**src/hdl/spfa_defs.vh**
```
// spfa_defs.vh: register offsets, field positions, reset values and timing counts
// assumes inclusion by bare name from the serial port alignment design files
`ifndef SPFA_DEFS_VH
`define SPFA_DEFS_VH

// ----------------------------------------
// register offsets (byte addresses)
// ----------------------------------------
`define SPFA_OFS_RXCFG 12'h000
`define SPFA_OFS_TXCFG 12'h040
`define SPFA_OFS_RXSTAT 12'h080
`define SPFA_OFS_TXSTAT 12'h0c0

// ----------------------------------------
// configuration fields
// ----------------------------------------
`define SPFA_CFG_CLK_INV 0
`define SPFA_CFG_SYNC_INV 1
`define SPFA_CFG_EARLY_LSB 2
`define SPFA_CFG_MODE_LSB 4
`define SPFA_CFG_FORCE_HIGH 6
`define SPFA_CFG_RESET 7'h00

// ----------------------------------------
// early modes and frame modes
// ----------------------------------------
`define SPFA_EARLY_0 2'h0
`define SPFA_EARLY_HALF 2'h1
`define SPFA_EARLY_1 2'h2
`define SPFA_EARLY_2 2'h3
`define SPFA_MODE_T1 2'h0
`define SPFA_MODE_E1 2'h1
`define SPFA_MODE_4M 2'h2
`define SPFA_MODE_8M 2'h3

// ----------------------------------------
// frame lengths in line clocks
// ----------------------------------------
`define SPFA_LEN_T1 10'd193
`define SPFA_LEN_E1 10'd256
`define SPFA_LEN_4M 10'd512
`define SPFA_LEN_8M 11'd1024
`define SPFA_BYTE_BITS 3

`endif

```
**src/hdl/spfa_dir.v**
```verilog
// spfa_dir.v: one direction of one port: line clock edge finder, sync catch, bit counter
// assumes line pins are asynchronous to clk and pass two flip-flops here
`include "spfa_defs.vh"
`default_nettype none

module spfa_dir (
  input wire clk,
  input wire rst_n,
  input wire line_clock,
  input wire line_sync,
  input wire line_data,
  input wire clk_inv,
  input wire sync_inv,
  input wire [1:0] early_mode,
  input wire [1:0] frame_mode,
  output reg data_edge,
  output reg sync_seen,
  output reg [9:0] bit_count_q,
  output reg byte_edge,
  output reg frame_edge,
  output reg data_q
);
  // ----------------------------------------
  // synchronisers
  // ----------------------------------------
  reg [1:0] clk_s_q;
  reg [1:0] sync_s_q;
  reg [1:0] data_s_q;
  reg clk_prev_q;
  reg sync_hold_q;
  reg armed_q;
  reg [1:0] pend_q;
  wire rise;
  wire fall;
  wire sync_act;
  wire sync_edge;
  wire [10:0] frame_len;
  wire [10:0] count_inc;

  always @(posedge clk or negedge rst_n) begin
    if (!rst_n) begin
      clk_s_q <= 2'h0;
      sync_s_q <= 2'h0;
      data_s_q <= 2'h0;
      clk_prev_q <= 1'b0;
    end else begin
      clk_s_q <= {clk_s_q[0], line_clock};
      sync_s_q <= {sync_s_q[0], line_sync};
      data_s_q <= {data_s_q[0], line_data};
      clk_prev_q <= clk_s_q[1];
    end
  end

  assign rise = clk_s_q[1] & ~clk_prev_q;
  assign fall = ~clk_s_q[1] & clk_prev_q;
  // sync polarity per direction
  assign sync_act = sync_s_q[1] ^ sync_inv;
  // half early samples on the data edge, the rest on the opposite edge
  assign sync_edge = ((early_mode == `SPFA_EARLY_HALF) ^ clk_inv) ? rise : fall;
  assign frame_len = (frame_mode == `SPFA_MODE_T1) ? {1'b0, `SPFA_LEN_T1} :
                     (frame_mode == `SPFA_MODE_E1) ? {1'b0, `SPFA_LEN_E1} :
                     (frame_mode == `SPFA_MODE_4M) ? {1'b0, `SPFA_LEN_4M} : `SPFA_LEN_8M;
  // one bit wider than the counter so the 1024 length can be matched
  assign count_inc = {1'b0, bit_count_q} + 11'd1;

  // ----------------------------------------
  // counter, sync alignment
  // ----------------------------------------
  always @(posedge clk or negedge rst_n) begin
    if (!rst_n) begin
      data_edge <= 1'b0;
      sync_seen <= 1'b0;
      bit_count_q <= 10'h000;
      byte_edge <= 1'b0;
      frame_edge <= 1'b0;
      data_q <= 1'b0;
      sync_hold_q <= 1'b0;
      armed_q <= 1'b0;
      pend_q <= 2'h0;
    end else begin
      data_edge <= clk_inv ? fall : rise;
      sync_seen <= 1'b0;
      byte_edge <= 1'b0;
      frame_edge <= 1'b0;
      // one line clock wide pulse: catch on its sampling edge only
      if (sync_edge) begin
        sync_hold_q <= sync_act & ~armed_q;
        armed_q <= sync_act;
      end else begin
        sync_hold_q <= 1'b0;
      end
      if (clk_inv ? fall : rise) begin
        data_q <= data_s_q[1];
        // early sync delays the frame origin by its lead in data edges
        if (pend_q == 2'h1) begin
          bit_count_q <= 10'h000;
          frame_edge <= 1'b1;
          byte_edge <= 1'b1;
          pend_q <= 2'h0;
        end else begin
          if (pend_q != 2'h0)
            pend_q <= pend_q - 2'h1;
          // free running after one sync
          if (count_inc == frame_len) begin
            bit_count_q <= 10'h000;
            frame_edge <= 1'b1;
            byte_edge <= 1'b1;
          end else begin
            bit_count_q <= count_inc[9:0];
            byte_edge <= (count_inc[`SPFA_BYTE_BITS-1:0] == 3'h0);
          end
        end
      end
      if (sync_hold_q) begin
        sync_seen <= 1'b1;
        // zero and half early land on the current frame start
        case (early_mode)
          `SPFA_EARLY_1: pend_q <= 2'h2;
          `SPFA_EARLY_2: pend_q <= 2'h3;
          default: pend_q <= 2'h1;
        endcase
      end
    end
  end
endmodule

`default_nettype wire

```
**src/hdl/spfa_top.v**
```verilog
// spfa_top.v: sixteen port serial front end with APB configuration and status
// assumes line pins are asynchronous to clk; apb runs on clk
//
// Summary of operation
// receive data is taken on rising line clock edges, or falling ones when inverted, per port.
// receive clocks of ports 0-2 run up to 52MHz and of ports 3-15 up to 10MHz.
// receive data is sampled on the rising edge normally and the falling edge when inverted.
// a one line clock wide sync pulse forces byte and frame alignment for its direction.
// sync is active high normally and active low in inverted sync mode, per direction.
// sync may be on time or one half, one or two line clocks early as configured.
// receive sync is sampled on the falling edge except in half early mode; inversion swaps.
// a valid sync resets a bit counter that rolls over at 193, 256, 512 or 1024 clocks.
// after one sync, boundaries are kept by counting line clocks alone.
// a port needing no alignment has its sync input held low by the system.
// transmit data changes on rising line clock edges, or falling ones when inverted.
// transmit clocks of ports 0-1 run up to 52MHz and of ports 2-15 up to 10MHz.
// the transmit data output can be forced to a constant high level.
// the system ties unused clock and receive data inputs low.
// transmit sync edge choice follows the same table as receive sync.
// byte edges fall every eight line clocks from the counter origin; modes are per direction.
`include "spfa_defs.vh"
`default_nettype none

module spfa_top #(
  parameter NPORT = 16
) (
  input wire clk,
  input wire rst_n,
  input wire psel,
  input wire penable,
  input wire pwrite,
  input wire [11:0] paddr,
  input wire [31:0] pwdata,
  output reg [31:0] prdata,
  output wire pready,
  output wire pslverr,
  input wire [NPORT-1:0] rx_line_clock,
  input wire [NPORT-1:0] rx_line_data,
  input wire [NPORT-1:0] rx_frame_sync,
  input wire [NPORT-1:0] tx_line_clock,
  input wire [NPORT-1:0] tx_frame_sync,
  input wire [NPORT-1:0] tx_bit_in,
  output wire [NPORT-1:0] tx_line_data,
  output wire [NPORT-1:0] rx_bit_out,
  output wire [NPORT-1:0] rx_bit_valid,
  output wire [NPORT-1:0] rx_byte_start,
  output wire [NPORT-1:0] rx_frame_start,
  output wire [NPORT-1:0] tx_bit_take,
  output wire [NPORT-1:0] tx_byte_start,
  output wire [NPORT-1:0] tx_frame_start
);
  // ----------------------------------------
  // apb slave, zero wait states
  // ----------------------------------------
  // clock rate limits hold only while clk samples well above the line rate;
  // at 50 MHz lines up to about 10 MHz are tracked
  reg [6:0] rx_cfg_q [0:NPORT-1];
  reg [6:0] tx_cfg_q [0:NPORT-1];
  reg [NPORT-1:0] rx_aligned_q;
  reg [NPORT-1:0] tx_aligned_q;
  wire [NPORT-1:0] rx_seen;
  wire [NPORT-1:0] tx_seen;
  wire [9:0] rx_cnt [0:NPORT-1];
  wire [9:0] tx_cnt [0:NPORT-1];
  wire wr_en;
  wire [3:0] idx;
  wire [1:0] bank;
  wire mapped;

  assign pready = 1'b1;
  assign idx = paddr[5:2];
  assign bank = paddr[7:6];
  assign mapped = (paddr[11:8] == 4'h0) && (paddr[1:0] == 2'h0) && (idx < NPORT);
  assign pslverr = psel & penable & ~mapped;
  assign wr_en = psel & penable & pwrite & mapped;

  always @* begin
    prdata = 32'h0000_0000;
    if (mapped) begin
      case (bank)
        2'h0: prdata = {25'h0, rx_cfg_q[idx]};
        2'h1: prdata = {25'h0, tx_cfg_q[idx]};
        2'h2: prdata = {21'h0, rx_aligned_q[idx], rx_cnt[idx]};
        default: prdata = {21'h0, tx_aligned_q[idx], tx_cnt[idx]};
      endcase
    end
  end

  // ----------------------------------------
  // per port datapath
  // ----------------------------------------
  genvar g;
  generate
    for (g = 0; g < NPORT; g = g + 1) begin : port
      wire tx_edge;
      reg tx_out_q;

      always @(posedge clk or negedge rst_n) begin
        if (!rst_n) begin
          rx_cfg_q[g] <= `SPFA_CFG_RESET;
          tx_cfg_q[g] <= `SPFA_CFG_RESET;
          rx_aligned_q[g] <= 1'b0;
          tx_aligned_q[g] <= 1'b0;
          tx_out_q <= 1'b0;
        end else begin
          if (wr_en && idx == g && bank == 2'h0)
            rx_cfg_q[g] <= pwdata[6:0];
          if (wr_en && idx == g && bank == 2'h1)
            tx_cfg_q[g] <= pwdata[6:0];
          // aligned stays set once any sync has been taken
          if (rx_seen[g])
            rx_aligned_q[g] <= 1'b1;
          if (tx_seen[g])
            tx_aligned_q[g] <= 1'b1;
          if (tx_edge)
            tx_out_q <= tx_cfg_q[g][`SPFA_CFG_FORCE_HIGH] | tx_bit_in[g];
        end
      end

      spfa_dir rx_dir (
        .clk(clk),
        .rst_n(rst_n),
        .line_clock(rx_line_clock[g]),
        .line_sync(rx_frame_sync[g]),
        .line_data(rx_line_data[g]),
        .clk_inv(rx_cfg_q[g][`SPFA_CFG_CLK_INV]),
        .sync_inv(rx_cfg_q[g][`SPFA_CFG_SYNC_INV]),
        .early_mode(rx_cfg_q[g][`SPFA_CFG_EARLY_LSB+1:`SPFA_CFG_EARLY_LSB]),
        .frame_mode(rx_cfg_q[g][`SPFA_CFG_MODE_LSB+1:`SPFA_CFG_MODE_LSB]),
        .data_edge(rx_bit_valid[g]),
        .sync_seen(rx_seen[g]),
        .bit_count_q(rx_cnt[g]),
        .byte_edge(rx_byte_start[g]),
        .frame_edge(rx_frame_start[g]),
        .data_q(rx_bit_out[g])
      );

      spfa_dir tx_dir (
        .clk(clk),
        .rst_n(rst_n),
        .line_clock(tx_line_clock[g]),
        .line_sync(tx_frame_sync[g]),
        .line_data(1'b0),
        .clk_inv(tx_cfg_q[g][`SPFA_CFG_CLK_INV]),
        .sync_inv(tx_cfg_q[g][`SPFA_CFG_SYNC_INV]),
        .early_mode(tx_cfg_q[g][`SPFA_CFG_EARLY_LSB+1:`SPFA_CFG_EARLY_LSB]),
        .frame_mode(tx_cfg_q[g][`SPFA_CFG_MODE_LSB+1:`SPFA_CFG_MODE_LSB]),
        .data_edge(tx_edge),
        .sync_seen(tx_seen[g]),
        .bit_count_q(tx_cnt[g]),
        .byte_edge(tx_byte_start[g]),
        .frame_edge(tx_frame_start[g]),
        .data_q()
      );

      assign tx_bit_take[g] = tx_edge;
      // force high acts at once, not only on the next line edge
      assign tx_line_data[g] = tx_out_q | tx_cfg_q[g][`SPFA_CFG_FORCE_HIGH];
    end
  endgenerate
endmodule

`default_nettype wire

```
**config.mk**
```make
export PLATFORM = sky130hd
export DESIGN_NAME = spfa_top
export DESIGN_NICKNAME = d
export VERILOG_FILES = /design/src/hdl/spfa_dir.v /design/src/hdl/spfa_top.v
export VERILOG_INCLUDE_DIRS = /design/src /design/src/hdl
export SDC_FILE = /design/constraint.sdc
export NUM_CORES = 2
export LEC_CHECK = 0
export ABC_AREA = 1
export BUFFER_PORTS_ARGS = -buffer_cell sky130_fd_sc_hd__buf_2
export CAP_MARGIN = 20
export CORE_ASPECT_RATIO = 0.5
export CORE_UTILIZATION = 55
export DETAILED_ROUTE_END_ITERATION = 16
export PLACE_DENSITY = 0.8
export SLEW_MARGIN = 20
export SYNTH_ARGS = -nofsm -noshare
export SYNTH_HDL_FRONTEND = slang
export SYNTH_SLANG_ARGS = --single-unit
```
**constraint.sdc**
```tcl
create_clock -name clk -period 3.5 [get_ports clk]
set_input_delay 1.05 -clock clk [delete_from_list [all_inputs] [get_ports clk]]
set_output_delay 1.05 -clock clk [all_outputs]
set_load 0.1 [all_outputs]
```
==> results.env <==
WORSTPATHREQUIRED_NS=2.45
ROUTE.ANTENNA.REMAINING_NETS=0
TIMING.REG2REG.WORST_PATH_DEPTH=9
FMAX_MHz=249.0
CRITICAL_PATH.ENDPOINT_TYPE='primary output'
ROUTED-VIA-COUNT=50560
PIN_COUNT_OF_THE_BIGGEST_NET_ENTERING_GLOBAL_ROUTING=140
YOSYS.CELL_COUNT.TOP_TYPE='sky130_fd_sc_hd__nand2_1'
CTS.ROOT.BUFFER_CELL='sky130_fd_sc_hd__clkbuf_16'
GRT_PASS1_VIAS=47140
LAYOUT.AREA.SEQ_SQ_UM=26430
INITIAL_ANTENNA_VIOLATION_COUNT=3
GROUTE.USAGE.OVERALL=0.3278
DIE_AREA_SQ_UM=103200
SYNTHFLOPTYPE='sky130_fd_sc_hd__dfrtp_1'
PLACED_CELLS=8763
CRITICAL_PATH.MAX_FANOUT=6
AREAGROWTHSYNTHTOFINISH_PCT=14.23
YOSYSWARNINGCOUNT=0
POST_SYNTHESIS_CELL_AREA_SQ_UM=56030
DIE_H_UM=227.7
CTS_H_TREE_DEPTH=3
POST-ROUTE-MIN-PERIOD_NS=4.016
CORE_SQ_UM=100500
CTS_BUFFER_DEPTH=3
YS_TOP_CELLS_BY_AREA='sky130_fd_sc_hd__dfrtp_1 47%, sky130_fd_sc_hd__nand2_1 13%, sky130_fd_sc_hd__o21ai_0 6.0%'
CLOCK_NET_SINK_COUNT=1056
POWER.DENSITY_CELL_AREA_nW_PER_UM2=591.7
SYNTHESIZED_FLOP_AND_LATCH_TOTAL=1056
SYNTH_CELL_TYPES=48
FINAL_MAX_SLEW_VIOLATION_COUNT=0
YS_TOP_CELLS_BY_COUNT='1981 x sky130_fd_sc_hd__nand2_1, 1056 x sky130_fd_sc_hd__dfrtp_1, 842 x sky130_fd_sc_hd__inv_1, 670 x sky130_fd_sc_hd__o21ai_0, 648 x sky130_fd_sc_hd__nor2_1'
FIRST_PASS_DRT_ITERATIONS=8
WORSTSKEWPAIRLATENCY_NS=0.73
WIRELENGTH_MM=170.2
HOLD_PATH_CLASS='input pin to asynchronous set/reset pin'
DIE-WIDTH_UM=453.4
TRANSITION_AT_THE_PIN_WITH_THE_SMALLEST_MAX_TRANSITION_SLACK_NS=1.057
FINALCLOCKSKEW_NS=0.03072
DESIGN_POWER_TOTAL_mW=37.87
DETAILEDPLACE.WORSTSLACK_NS=-0.8339
POSTLAYOUTCOREUTIL=0.6366
INITIALDRTVIOLATIONCOUNT=5706
POST-ROUTE-WORST-SETUP-SLACK_NS=-0.5156
MULTI_INPUT_GATE_AREA_SQ_UM=25010
PEAKVDDDROP_mV=0.4736
VIA_PER_INST=5.648
GRT_PASS1_WL_MM=263.6
GRT_SETUP_UNREPAIRED='true'
CLOCK_TRANSITION_AT_THE_REGISTERS_OF_THE_REPORTED_PATHS_NS=0.07
FIN_CRIT_SH=1.147
FLOORPLAN.INITIALDENSITY=0.5573
PORTBUFFERS=259
P_LEAK_nW=30.63
STD_CELL_ROWS=82
DETAILED_PLACE_HPWL_MM=125.0
MAXCAPVIOLATIONS=0
FINAL-SETUP-VIOL-COUNT=11
POST-SYNTH-TOP-AREA-CELL='sky130_fd_sc_hd__dfrtp_1'
DESIGN.PORTCOUNT=307
YOSYS.AREA.TOP_TYPE_SHARE=0.4716
MAPPED_CELLS=7207
ROUTEDWLPERCELL_UM=19.01
SLEW_HEADROOM=0.2909
CRIT_ARRIVAL_NS=2.97
FILLERINSTANCES=8509
FINAL_NET_COUNT=7798
GRT_REMAINING_OVERFLOW=0
POST_SYNTHESIS_AREA_PER_INSTANCE_SQ_UM=7.775
CRIT_TYPE='input pin to primary output'
FINAL_LAYOUT_SIZE_SUFFIX_GT1_FRAC=0.1201
OUTCOME='finished with violations'
CRITPATHLAUNCHTYPE='input pin'
FAILED_CHECKS='setup timing'
TIMING.FINAL.HOLD_VIOLATIONS=0
SYNTH-ASYNC-RESET-RATIO=1.000
GP_CONGESTION=1.046
SYNTH_SEQ_AREA_SHARE=0.4716
RESIDUAL_DRC=0
NUMBER_OF_BUFFERS_ADDED_BY_THE_CLOCK_TREE_SYNTHESIS_STEP=95
LAYOUTNONFILLERINSTCOUNT=8952
CLOCK_TREE_FROM_TRITONCTS='yes'
SYNTH_EDF_COUNT=0
area by class of cell:
type / count / share of cell area
well taps: 1344 / 0.02627
diodes: 3 / 0.0001173
multi-input cells: 4982 / 0.3908
clock inverters: 58 / 0.01325
inverters: 853 / 0.05043
repair buffers: 537 / 0.06535
flip-flops and latches: 1056 / 0.4129
clock buffers: 119 / 0.04091
critical path, stage by stage:
cell and delay (ns):
sky130_fd_sc_hd__buf_12 0.13, sky130_fd_sc_hd__buf_6 0.12, sky130_fd_sc_hd__nor2_4 0.24, sky130_fd_sc_hd__buf_12 0.17
sky130_fd_sc_hd__buf_4 0.12, sky130_fd_sc_hd__a22oi_2 0.05, sky130_fd_sc_hd__nand2_1 0.08, sky130_fd_sc_hd__nand2_2 0.07
sky130_fd_sc_hd__nand4_1 0.25, sky130_fd_sc_hd__nand2_1 0.12, sky130_fd_sc_hd__nand2_2 0.11, sky130_fd_sc_hd__nor2_4 0.05
sky130_fd_sc_hd__nor2_4 0.19, sky130_fd_sc_hd__buf_12 0.20
cells by family after synthesis:
family,count (synthesis),share of synthesized area
buf+inv,1191,0.09256
simple gates,3352,0.2506
xor+xnor,128,0.02074
mux,1,0.0002010
fa+ha+maj,128,0.02858
flops,1056,0.4716
other cells,2,0.0001340
compound gates,1349,0.1356
registers in the layout, indices dropped and copies added, names as in the netlist, 32 cells and up:
register and count:
port.tx_dir.sync_s_q 32, port.rx_dir.bit_count_q 160, port.rx_dir.pend_q 32, tx_cfg_q 112, port.tx_dir.clk_s_q 32, port.rx_dir.data_s_q 32, rx_cfg_q 112, port.tx_dir.bit_count_q 160
port.rx_dir.sync_s_q 32, port.rx_dir.clk_s_q 32, port.tx_dir.pend_q 32
placed cells by master, fill, tap and decap left out, types with 18 or more instances in the layout:
cell / n
sky130_fd_sc_hd__nor2_4: 22
sky130_fd_sc_hd__inv_1: 834
sky130_fd_sc_hd__o31ai_1: 48
sky130_fd_sc_hd__nand3b_1: 18
sky130_fd_sc_hd__nand3_4: 21
sky130_fd_sc_hd__xor2_1: 119
sky130_fd_sc_hd__o22ai_1: 219
sky130_fd_sc_hd__conb_1: 22
sky130_fd_sc_hd__buf_6: 23
sky130_fd_sc_hd__nand4_1: 80
sky130_fd_sc_hd__a21oi_1: 128
sky130_fd_sc_hd__nor2_1: 621
sky130_fd_sc_hd__or2_2: 36
sky130_fd_sc_hd__clkbuf_16: 97
sky130_fd_sc_hd__o21ai_2: 53
sky130_fd_sc_hd__o21bai_1: 28
sky130_fd_sc_hd__dfrtp_1: 1056
sky130_fd_sc_hd__o21ai_1: 189
sky130_fd_sc_hd__nand3_1: 518
sky130_fd_sc_hd__nand2_1: 1964
sky130_fd_sc_hd__ha_1: 128
sky130_fd_sc_hd__buf_2: 245
sky130_fd_sc_hd__nor3_1: 30
sky130_fd_sc_hd__buf_12: 46
sky130_fd_sc_hd__buf_4: 214
sky130_fd_sc_hd__o21ai_0: 588
sky130_fd_sc_hd__a22oi_1: 26
layer usage:
metal	track usage	wire, um	vias up
li1	-	-	23980
met1	0.4443	69470	23850
met2	0.5072	76150	2234
met3	0.06694	15730	499
met4	0.1522	8812	0
met5	0	0	-
path summary, 6_finish.rpt:
check                                                           from                                   endpoint  slack (ns)
max                                                         paddr[3]                                  prdata[2]       -0.52
min                                                            rst_n  port[8].tx_dir.bit_count_q[6]$_DFFE_PN0P_        0.26
max reg2reg                port[3].rx_dir.bit_count_q[0]$_DFFE_PN0P_  port[3].rx_dir.bit_count_q[0]$_DFFE_PN0P_        0.89
min reg2reg                      port[6].rx_dir.clk_s_q[0]$_DFF_PN0_        port[6].rx_dir.clk_s_q[1]$_DFF_PN0_        0.34
max in group asynchronous                                      rst_n              port[12].tx_out_q$_DFFE_PN0P_        2.12
min in group clk                 port[6].rx_dir.clk_s_q[0]$_DFF_PN0_        port[6].rx_dir.clk_s_q[1]$_DFF_PN0_        0.34
power breakdown:
group	internal (mW)	switching, mW
logic	3.28	7.42
registers	13.8	1.67
clock network	6.64	5.05
total	23.7	14.1
repair_timing:
action,4_1_cts,5_1_grt
resized for setup,167,49
cloned,3,1
hold buffers,0,0
pin swaps,27,27
setup buffers,3,3
setup endpoints to repair,11,11
per-stage QoR:
stage          TNS, ns  area [sq um]  hold slack, ns
3_3_place_gp    -7.567         59850          0.3317
5_1_grt         -5.195         64010          0.2623
6_report        -4.851         64010          0.2631
4_1_cts         -3.990         63820          0.2338
3_5_place_dp    -7.625         59850          0.3347
2_1_floorplan  -0.1114         56410          0.3312
Note: power is estimated with default switching activity, not from simulation.
